--- src/qscp_side_port_regs.vh ---
// Register offsets, field positions and reset values of the side port
`ifndef QSCP_SIDE_PORT_REGS_VH
`define QSCP_SIDE_PORT_REGS_VH

// Register offsets (management register numbers)
`define QSCP_CTRL_OFFSET       5'h00
`define QSCP_ADV_OFFSET        5'h04

// Control register fields
`define QSCP_CTRL_SOFT_RESET   15
`define QSCP_CTRL_AN_ENABLE    12
`define QSCP_CTRL_POWER_DOWN   11
`define QSCP_CTRL_ISOLATE      10
`define QSCP_CTRL_AN_RESTART   9
`define QSCP_CTRL_UNIDIR       5
`define QSCP_CTRL_RESET        16'h0000
`define QSCP_CTRL_WR_MASK      16'h1e20

// Configuration vector fields
`define QSCP_CFG_UNIDIR        0
`define QSCP_CFG_POWER_DOWN    2
`define QSCP_CFG_ISOLATE       3
`define QSCP_CFG_AN_ENABLE     4

// Advertisement register values
`define QSCP_ADV_MAC_VALUE     16'h0001
`define QSCP_ADV_PHY_MASK      16'hdc01
`define QSCP_ADV_ALWAYS_ONE    16'h0001
`define QSCP_ADV_RESET         16'h0001

// Status vector fields
`define QSCP_STAT_IDLE         3
`define QSCP_STAT_INVALID      4
`define QSCP_STAT_DISP_ERR     5
`define QSCP_STAT_BAD_CODE     6

`endif

--- src/qscp_rise_detect.v ---
// Rising edge detector for a group of strobes
`timescale 1ns/1ps
`default_nettype none

module qscp_rise_detect #(
  parameter WIDTH = 3
) (
  // Clock and reset
  input  wire             clk,
  input  wire             reset_n,
  // Strobes and edge pulses
  input  wire [WIDTH-1:0] strobe_in,
  output wire [WIDTH-1:0] rise_pulse
);

  reg [WIDTH-1:0] strobe_prev_r;

  always @(posedge clk or negedge reset_n)
  begin
    if (!reset_n)
      strobe_prev_r <= {WIDTH{1'b0}};
    else
      strobe_prev_r <= strobe_in;
  end

  // One pulse per low-to-high transition
  assign rise_pulse = strobe_in & ~strobe_prev_r;

endmodule

`default_nettype wire

--- src/qscp_side_port.v ---
// Per-channel sideband configuration and status port
// What this block does
// - Bit 0 forces transmit regardless of receiver
// - Bit 2 powers down transceiver until reset
// - Power-down honoured on channel zero only
// - Bit 3 isolates the GMII client interface
// - Bit 4 enables auto-negotiation if present
// - Valid rising edge loads Control register
// - MAC mode: advertisement fixed at 0x0001
// - Advertisement speed, duplex, ack, link fields
// - Advert strobe rising edge loads advertisement
// - Restart strobe edge sets Control bit 9
// - Status flag while receiving idle sets
// - Status bit 4 on invalid during idle/config
// - Status bit 5 on running disparity error
// - Status bit 6 on code not in table
// - Everything but the asynchronous reset_n synchronous to core reference clock
`timescale 1ns/1ps
`default_nettype none
`include "qscp_side_port_regs.vh"

module qscp_side_port #(
  parameter CHANNEL      = 0,
  parameter MAC_MODE     = 0,
  parameter MDIO_PRESENT = 1,
  parameter AN_PRESENT   = 1
) (
  // Core reference clock and reset
  input  wire        clk,
  input  wire        reset_n,
  // Configuration vectors and strobes
  input  wire [5:0]  config_vector,
  input  wire        config_load_strobe,
  input  wire [15:0] advert_setting_bus,
  input  wire        advert_setting_load_strobe,
  input  wire        negotiation_restart_strobe,
  // Management register access
  input  wire        mgmt_req,
  input  wire        mgmt_we,
  input  wire [4:0]  mgmt_addr,
  input  wire [15:0] mgmt_wdata,
  output reg  [15:0] mgmt_rdata_r,
  output reg         mgmt_ack_r,
  // Receive decoder events
  input  wire [2:0]  rx_link_status_in,
  input  wire        rx_idle_in,
  input  wire        rx_invalid_in,
  input  wire        rx_disp_err_in,
  input  wire        rx_bad_code_in,
  // Status vector
  output reg  [6:0]  status_vector_r,
  // Controls to the core
  output reg  [15:0] control_reg_r,
  output reg  [15:0] negotiation_advertisement_r,
  output reg         tx_unidir_r,
  output reg         serdes_power_down_r,
  output reg         gmii_isolate_r,
  output reg         an_enable_r,
  output reg         an_restart_r
);

  // *********************************************************
  // Strobe edge detection
  // *********************************************************
  wire [2:0] rise;
  wire       cfg_rise;
  wire       adv_rise;
  wire       rst_rise;

  qscp_rise_detect #(
    .WIDTH (3)
  ) u_rise (
    .clk        (clk),
    .reset_n    (reset_n),
    .strobe_in  ({negotiation_restart_strobe,
                  advert_setting_load_strobe,
                  config_load_strobe}),
    .rise_pulse (rise)
  );

  assign cfg_rise = rise[0];
  assign adv_rise = rise[1];
  assign rst_rise = rise[2];

  // *********************************************************
  // Helper functions
  // *********************************************************
  // Map the configuration vector onto Control register bits
  function [15:0] cfg_to_ctrl;
    input [5:0] cfg;
    reg   [15:0] c;
    begin
      c = 16'h0000;
      c[`QSCP_CTRL_UNIDIR]     = cfg[`QSCP_CFG_UNIDIR];
      if (CHANNEL == 0)
        c[`QSCP_CTRL_POWER_DOWN] = cfg[`QSCP_CFG_POWER_DOWN];
      c[`QSCP_CTRL_ISOLATE]    = cfg[`QSCP_CFG_ISOLATE];
      if (AN_PRESENT != 0)
        c[`QSCP_CTRL_AN_ENABLE] = cfg[`QSCP_CFG_AN_ENABLE];
      cfg_to_ctrl = c;
    end
  endfunction

  // Shape an advertisement word for the current mode
  function [15:0] adv_shape;
    input [15:0] val;
    begin
      if (MAC_MODE != 0)
        adv_shape = `QSCP_ADV_MAC_VALUE;
      else
        adv_shape = (val & `QSCP_ADV_PHY_MASK)
                    | `QSCP_ADV_ALWAYS_ONE;
    end
  endfunction

  // *********************************************************
  // Management decode
  // *********************************************************
  wire mgmt_wr;
  wire wr_ctrl;
  wire wr_adv;
  wire soft_reset;

  assign mgmt_wr    = mgmt_req & mgmt_we & (MDIO_PRESENT != 0);
  assign wr_ctrl    = mgmt_wr & (mgmt_addr == `QSCP_CTRL_OFFSET);
  assign wr_adv     = mgmt_wr & (mgmt_addr == `QSCP_ADV_OFFSET);
  assign soft_reset = wr_ctrl & mgmt_wdata[`QSCP_CTRL_SOFT_RESET];

  // *********************************************************
  // Control register
  // *********************************************************
  reg [15:0] ctrl_nxt;
  reg [15:0] ctrl_load;

  always @*
  begin
    ctrl_load = cfg_to_ctrl(config_vector);
    ctrl_nxt  = control_reg_r;
    // Restart bit clears itself after one cycle
    ctrl_nxt[`QSCP_CTRL_AN_RESTART] = 1'b0;
    if (MDIO_PRESENT == 0)
    begin
      // No management: the vector drives the register directly
      ctrl_nxt = ctrl_load;
      ctrl_nxt[`QSCP_CTRL_POWER_DOWN] =
        ctrl_load[`QSCP_CTRL_POWER_DOWN] |
        control_reg_r[`QSCP_CTRL_POWER_DOWN];
    end
    else if (soft_reset)
      ctrl_nxt = `QSCP_CTRL_RESET;
    else if (cfg_rise)
    begin
      // Strobe wins over a management write in the same cycle, unless the write sets soft reset
      ctrl_nxt = ctrl_load;
      ctrl_nxt[`QSCP_CTRL_POWER_DOWN] =
        ctrl_load[`QSCP_CTRL_POWER_DOWN] |
        control_reg_r[`QSCP_CTRL_POWER_DOWN];
    end
    else if (wr_ctrl)
    begin
      ctrl_nxt = mgmt_wdata & `QSCP_CTRL_WR_MASK;
      if (CHANNEL != 0)
        ctrl_nxt[`QSCP_CTRL_POWER_DOWN] = 1'b0;
      if (AN_PRESENT == 0)
      begin
        ctrl_nxt[`QSCP_CTRL_AN_ENABLE]  = 1'b0;
        ctrl_nxt[`QSCP_CTRL_AN_RESTART] = 1'b0;
      end
      // Power-down only leaves through reset
      ctrl_nxt[`QSCP_CTRL_POWER_DOWN] =
        ctrl_nxt[`QSCP_CTRL_POWER_DOWN] |
        control_reg_r[`QSCP_CTRL_POWER_DOWN];
    end
    if ((AN_PRESENT != 0) && rst_rise && !soft_reset)
      ctrl_nxt[`QSCP_CTRL_AN_RESTART] = 1'b1;
  end

  always @(posedge clk or negedge reset_n)
  begin
    if (!reset_n)
      control_reg_r <= `QSCP_CTRL_RESET;
    else
      control_reg_r <= ctrl_nxt;
  end

  // *********************************************************
  // Advertisement register
  // *********************************************************
  reg [15:0] adv_nxt;

  always @*
  begin
    adv_nxt = negotiation_advertisement_r;
    if (MAC_MODE != 0)
      adv_nxt = `QSCP_ADV_MAC_VALUE;
    else if (MDIO_PRESENT == 0)
      adv_nxt = adv_shape(advert_setting_bus);
    else if (adv_rise)
      adv_nxt = adv_shape(advert_setting_bus);
    else if (wr_adv)
      adv_nxt = adv_shape(mgmt_wdata);
  end

  always @(posedge clk or negedge reset_n)
  begin
    if (!reset_n)
      negotiation_advertisement_r <= `QSCP_ADV_RESET;
    else
      negotiation_advertisement_r <= adv_nxt;
  end

  // *********************************************************
  // Control outputs
  // *********************************************************
  always @(posedge clk or negedge reset_n)
  begin
    if (!reset_n)
    begin
      tx_unidir_r         <= 1'b0;
      serdes_power_down_r <= 1'b0;
      gmii_isolate_r      <= 1'b0;
      an_enable_r         <= 1'b0;
      an_restart_r        <= 1'b0;
    end
    else
    begin
      tx_unidir_r         <= ctrl_nxt[`QSCP_CTRL_UNIDIR];
      serdes_power_down_r <= ctrl_nxt[`QSCP_CTRL_POWER_DOWN];
      gmii_isolate_r      <= ctrl_nxt[`QSCP_CTRL_ISOLATE];
      an_enable_r         <= ctrl_nxt[`QSCP_CTRL_AN_ENABLE];
      an_restart_r        <= ctrl_nxt[`QSCP_CTRL_AN_RESTART];
    end
  end

  // *********************************************************
  // Status vector
  // *********************************************************
  always @(posedge clk or negedge reset_n)
  begin
    if (!reset_n)
      status_vector_r <= 7'h00;
    else
    begin
      status_vector_r[2:0] <= rx_link_status_in;
      status_vector_r[`QSCP_STAT_IDLE]     <= rx_idle_in;
      status_vector_r[`QSCP_STAT_INVALID]  <= rx_invalid_in;
      status_vector_r[`QSCP_STAT_DISP_ERR] <= rx_disp_err_in;
      status_vector_r[`QSCP_STAT_BAD_CODE] <= rx_bad_code_in;
    end
  end

  // *********************************************************
  // Management read and acknowledge
  // *********************************************************
  always @(posedge clk or negedge reset_n)
  begin
    if (!reset_n)
    begin
      mgmt_rdata_r <= 16'h0000;
      mgmt_ack_r   <= 1'b0;
    end
    else
    begin
      mgmt_ack_r <= mgmt_req;
      if (mgmt_req && !mgmt_we)
      begin
        case (mgmt_addr)
          `QSCP_CTRL_OFFSET: mgmt_rdata_r <= control_reg_r;
          `QSCP_ADV_OFFSET:  mgmt_rdata_r <= negotiation_advertisement_r;
          default:           mgmt_rdata_r <= 16'h0000;
        endcase
      end
    end
  end

endmodule

`default_nettype wire

--- config.mk ---
export PLATFORM = sky130hd
export DESIGN_NAME = qscp_side_port
export DESIGN_NICKNAME = d
export VERILOG_FILES = /design/src/qscp_rise_detect.v /design/src/qscp_side_port.v
export VERILOG_INCLUDE_DIRS = /design/src
export SDC_FILE = /design/constraint.sdc
export NUM_CORES = 1
export LEC_CHECK = 0
export BUFFER_PORTS_ARGS = -buffer_cell sky130_fd_sc_hd__buf_2
export CORE_MARGIN = 2
export CORE_UTILIZATION = 30
export DETAILED_ROUTE_END_ITERATION = 10
export GPL_TIMING_DRIVEN = 0
export PLACE_DENSITY_LB_ADDON = 0.1
export SYNTH_ARGS = -nofsm -noshare
export SYNTH_HDL_FRONTEND = slang
export SYNTH_SLANG_ARGS = --single-unit
--- constraint.sdc ---
create_clock -name clk -period 1.15 [get_ports clk]
set_input_delay 0.23 -clock clk [delete_from_list [all_inputs] [get_ports clk]]
set_output_delay 0.23 -clock clk [all_outputs]
set_load 0.01 [all_outputs]
# --- After elaboration in Yosys (flattened, before gate mapping) ---
# Index checks and enable logic that the tools add are counted.
word_totals:
  register_bits: 64
  input_bits: 57
  out_inout_bits: 61
  elab_cells: 35
classes:
  eq_ne: 1
  mux: 7
  n_bitwise: 8
  n_reduce_logical: 7
ops:
  columns: ["op", "count"]
  rows:
  - ["$mux W16", 5]
  - ["$pmux W16 S2", 1]
  - ["$eq A5 B3 Y1 const B", 1]
  - ["$logic_not A5 Y1", 1]
  - ["$and A1 B1 Y1", 4]
  - ["$and A3 B3 Y3", 1]
  - ["$not A3 Y3", 1]
  - ["$reduce_bool A3 Y1", 1]
  - ["$logic_and A1 B1 Y1", 2]
  - ["$logic_not A1 Y1", 2]
  - ["$or A1 B1 Y1", 2]
  - ["$reduce_bool A2 Y1", 1]
  - ["$mux W1", 1]

# --- Logic depth before layout (Yosys ltp) ---
logic_depth:
  word_depth: 6
  mapped_depth: 5
  ltp_nobuf: 3

# --- Modules after synthesis ---
# Synthesis repeated with hierarchy kept, for this count alone.
unflattened:
  cells_unflattened: 147
  hier_area_um2: 1527.7
by_module_without_submodules:
  columns: ["mod", "instances", "cells_each", "area_per_inst_um2", "seq_area_each_um2"]
  rows:
  - ["qscp_side_port", 1, 141, 1411.4, 675.6]
  - ["qscp_rise_detect", 1, 6, 116.4, 75.1]

# --- Least setup slack after synthesis ---
# Ideal clock, no wire load.
synth_path:
  kind: "input-to-reg"
  startpoint: "input mgmt_addr[3]"
  endpoint: "register negotiation_advertisement_r[10]"
  setup_time_ns: 0.142
  arrival_ns: 1.127
  required_ns: 1.008
  slack_ns: -0.119
  path_stages: 4
  path_buffers: 1
  path_cell_list: "or4_1 > buf_2 > o21ai_0 > a31oi_1"
synth_between:
  elab_chain_cells: 3
synth_lines:
  columns: ["element", "line_no", "source"]
  rows:
  - ["start, declared", "qscp_side_port.v:40", "input wire [4:0] mgmt_addr,"]
  - ["$eq A5 B3 Y1", null, null]
  - ["$and A1 B1 Y1", "qscp_side_port.v:126", "assign wr_adv = mgmt_wr & (mgmt_addr == `QSCP_ADV_OFFSET);"]
  - ["$reduce_bool A2 Y1 (no line)", null, null]
  - ["end signal, assigned", "qscp_side_port.v:207", "negotiation_advertisement_r <= `QSCP_ADV_RESET;"]
  - ["end signal, assigned", "qscp_side_port.v:209", "negotiation_advertisement_r <= adv_nxt;"]
  - ["end, declared", "qscp_side_port.v:54", "output reg [15:0] negotiation_advertisement_r,"]
# No other way between the ends.
# A chain may end at the register's enable or synchronous reset.

==> results.yml <==
timing:
  fin_worst_skew_ns: 0.002495
  setup_viol: 7
  worst_slack_ns: -0.06811
  slew_headroom_pct: 54.30
  period_minus_slack_ns: 1.218
  holdWs_ns: -0.003471
  worst_pin_slew_ns: 0.6855
  max_freq_mhz: 820.9
  timing.final.crit_share_pct: 105.9
  final_hold_viol_count: 8
  drv_slew: 0
  rsz0062_at_grt: "yes"
cts:
  numCtsBuffers: 5
  insertion_delay_ns: 0.27
  cts_max_level: 2
  clkSlewWorstSetupHoldPaths_ns: 0.06
  cts.sinks: 30
  cts_tree: "done"
  root_buffer: "clkbuf_8"
  cts_buffer_depth: 2
layout:
  final_common_cell: "buf_2"
  synthToLayoutAreaGrowth_pct: 44.89
  drive_above_1_share_pct: 50.62
  final_nets: 300
  fillers: 510
  fin_area_um2: 2148
  layout_common_cells: "68 x buf_2, 34 x buf_4, 29 x dfrtp_1"
  diodes: 0
floorplanning:
  num_rows: 25
  die_x_um: 74.30
  initial_utilization_pct: 31.18
  dieArea_um2: 5520
  io_pins: 118
  design.core.area_um2: 4755
  fp.dieH_um: 74.30
logic_synthesis:
  synth_edf_count: 0
  netlist.area_leader.share_pct: 50.63
  synth_seq_cells: 30
  yosysWarnings: 0
  synth_area_leaders: "dfrtp_1 51%, buf_4 17%, o21ai_0 3.0%, nand4_1 2.5%, nand2_1 2.3%"
  synth-seq-area-share_pct: 50.63
  syn_avg_cell_area_um2: 10.16
  synthFlopType: "dfrtp_1"
  syn_inst: 146
  synth_cell_types: 28
  yosysTopAreaCell: "dfrtp_1"
  synth-async-reset-ratio_pct: 100.0
  netlist_area_um2: 1483
critical_path:
  crit_buf_inv: 2
  worstSetupEndpointType: "primary output"
  cp_slowest_cell: "dfrtp_2"
  crit_required_ns: 0.92
  critPathArrivalTime_ns: 0.99
  critPathKind: "flop to primary output"
  critPathLaunchType: "flop"
  cpPeakStageDelay_ns: 0.45
  path_delay_family: "flip-flops"
  path_cells: "buf_4, buf_2"
  crit_fanout: 9
power:
  p_total_mw: 2.427
  swShare_pct: 26.62
  power_density_nw_per_um2: 1130
  switchingPower_uw: 646.1
  leakage_nw: 1.144
  irDropWorstVdd_v: 0.0004443
  seq_power_share_pct: 48.2
  combPwrFrac_pct: 20.4
  clockPowerShare_pct: 31.4
  internal_power_mw: 1.781
hold_path:
  hold_path_class: "input port to asynchronous set/reset pin"
route:
  vias: 1268
  drc: 0
  dr.pass1.iters: 4
  ant_nets: 0
  drt_iter0_drc: 60
  wl_mm: 3.529
  vias_per_cell: 4.090
  wl_per_cell_um: 11.38
global_route:
  grt_pass1_vias: 1152
  grt_util_all_layers_pct: 13.11
  grt_overflow: 0
  grt_max_degree: 31
  antenna_found_initial: 0
  grt_pass1_wl_mm: 5.430
placed_design:
  gp_congestion: 0.7217
  placed_area_um2: 2012
  port_buffers: 72
  pre_cts_slack_ns: -0.3014
  hpwlAfterDp_mm: 2.789
run:
  cap_violations: 0
status:
  violations: "negative hold slack, negative setup slack"
  status: "complete, but fails checks"
-- Yosys cell counts, types with 2 or more instances --
cell,count
buf_4,34
dfrtp_1,30
nand2_1,9
o21ai_0,9
nor2_1,8
nand4_1,6
a31oi_1,5
a21oi_1,3
a221oi_1,3
and2_1,3
buf_2,3
clkbuf_1,3
inv_1,3
mux2i_1,3
nand2b_1,3
nand3_1,3
o21bai_1,3
o31ai_1,3
conb_1,2
nor2b_1,2
-- worst paths after layout --
check,cells past startpoint,to,slack (ns),startpoint
setup / recovery,2,mgmt_rdata_r[6],-0.07,mgmt_rdata_r[13]
setup reg to reg,3,control_reg_r[12],0.07,u_rise.strobe_prev_r[0]
min in group clk,1,status_vector_r[5],0.06,rx_disp_err_in
max in group asynchronous,1,mgmt_rdata_r[13],0.67,reset_n
hold reg to reg,2,mgmt_rdata_r[0],0.47,mgmt_rdata_r[0]
hold / removal,1,status_vector_r[2],-0.003,reset_n
-- sequential cells by signal (all words and copies together) (netlist names) --
name	flops
u_rise.strobe_prev_r	3
mgmt_rdata_r	9
mgmt_ack_r	1
negotiation_advertisement_r	5
status_vector_r	7
control_reg_r	5
-- worst reg2reg max path: cells and delay by family, from the launching register on --
| kind | cells | cell delay [ns] |
|---|---|---|
| flip-flops | 1 | 0.40 |
| AND/OR/NAND/NOR | 1 | 0.16 |
| AO/OA/AOI/OAI | 2 | 0.42 |
-- power by group through the flow --
stage | sequential (mW) | clock [mW] | combinational [mW]
after global placement | 1.19 | 0 | 0.464
after global routing | 1.18 | 0.854 | 0.549
after CTS | 1.17 | 0.799 | 0.484
after detailed placement | 1.19 | 0 | 0.464
final | 1.17 | 0.763 | 0.494
after floorplan | 1.21 | 0 | 0.236
-- kinds of logic (layout without fill, tap and decap cells) --
| logic type | count (synthesis) | count (layout) | synth area share, % |
|---|---|---|---|
| buffers and inverters | 44 | 121 | 20.00 |
| AND/OR/NAND/NOR | 38 | 38 | 13.67 |
| flip-flops | 30 | 30 | 50.63 |
| AO/OA/AOI/OAI | 29 | 29 | 13.16 |
| multiplexers | 3 | 3 | 2.025 |
| other | 2 | 22 | 0.5065 |
-- area by class of cell --
class                   instances  area (um2)  share of cell area (%)
plain buffers                  35       254.0                   11.82
clock buffers                   7       76.32                   3.553
inverters                       3       11.26                  0.5242
multi-input cells              92       549.3                   25.57
flip-flops and latches         30       752.0                   35.00
well taps                      67       83.83                   3.902
repair buffers                 76       421.7                   19.63
-- stage by stage --
step                setup TNS (ns)  util, %  std cells
global placement            -4.301    42.32        305
global route               -0.7558    45.18        310
CTS                        -0.5544    44.55        311
finish                     -0.4586    45.18        310
detailed placement          -4.263    42.32        305
floorplan                  -0.5549        -        166
-- what timing repair did --
action	CTS	global route
hold buffers	0	0
endpoints found under the setup margin	17	21
buffers inserted	4	0
gates cloned	0	0
gates resized for setup	8	8
pin swaps	0	1
-- layer usage --
layer / routed length (um) / vias up / global-route usage (%)
li1: - / 640 / -
met1: 1612 / 562 / 17.71
met2: 1612 / 59 / 20.14
met3: 263 / 7 / 4.201
met4: 42 / 0 / 4.167
met5: 0 / - / 0
Note: power is estimated with default switching activity, not from simulation.
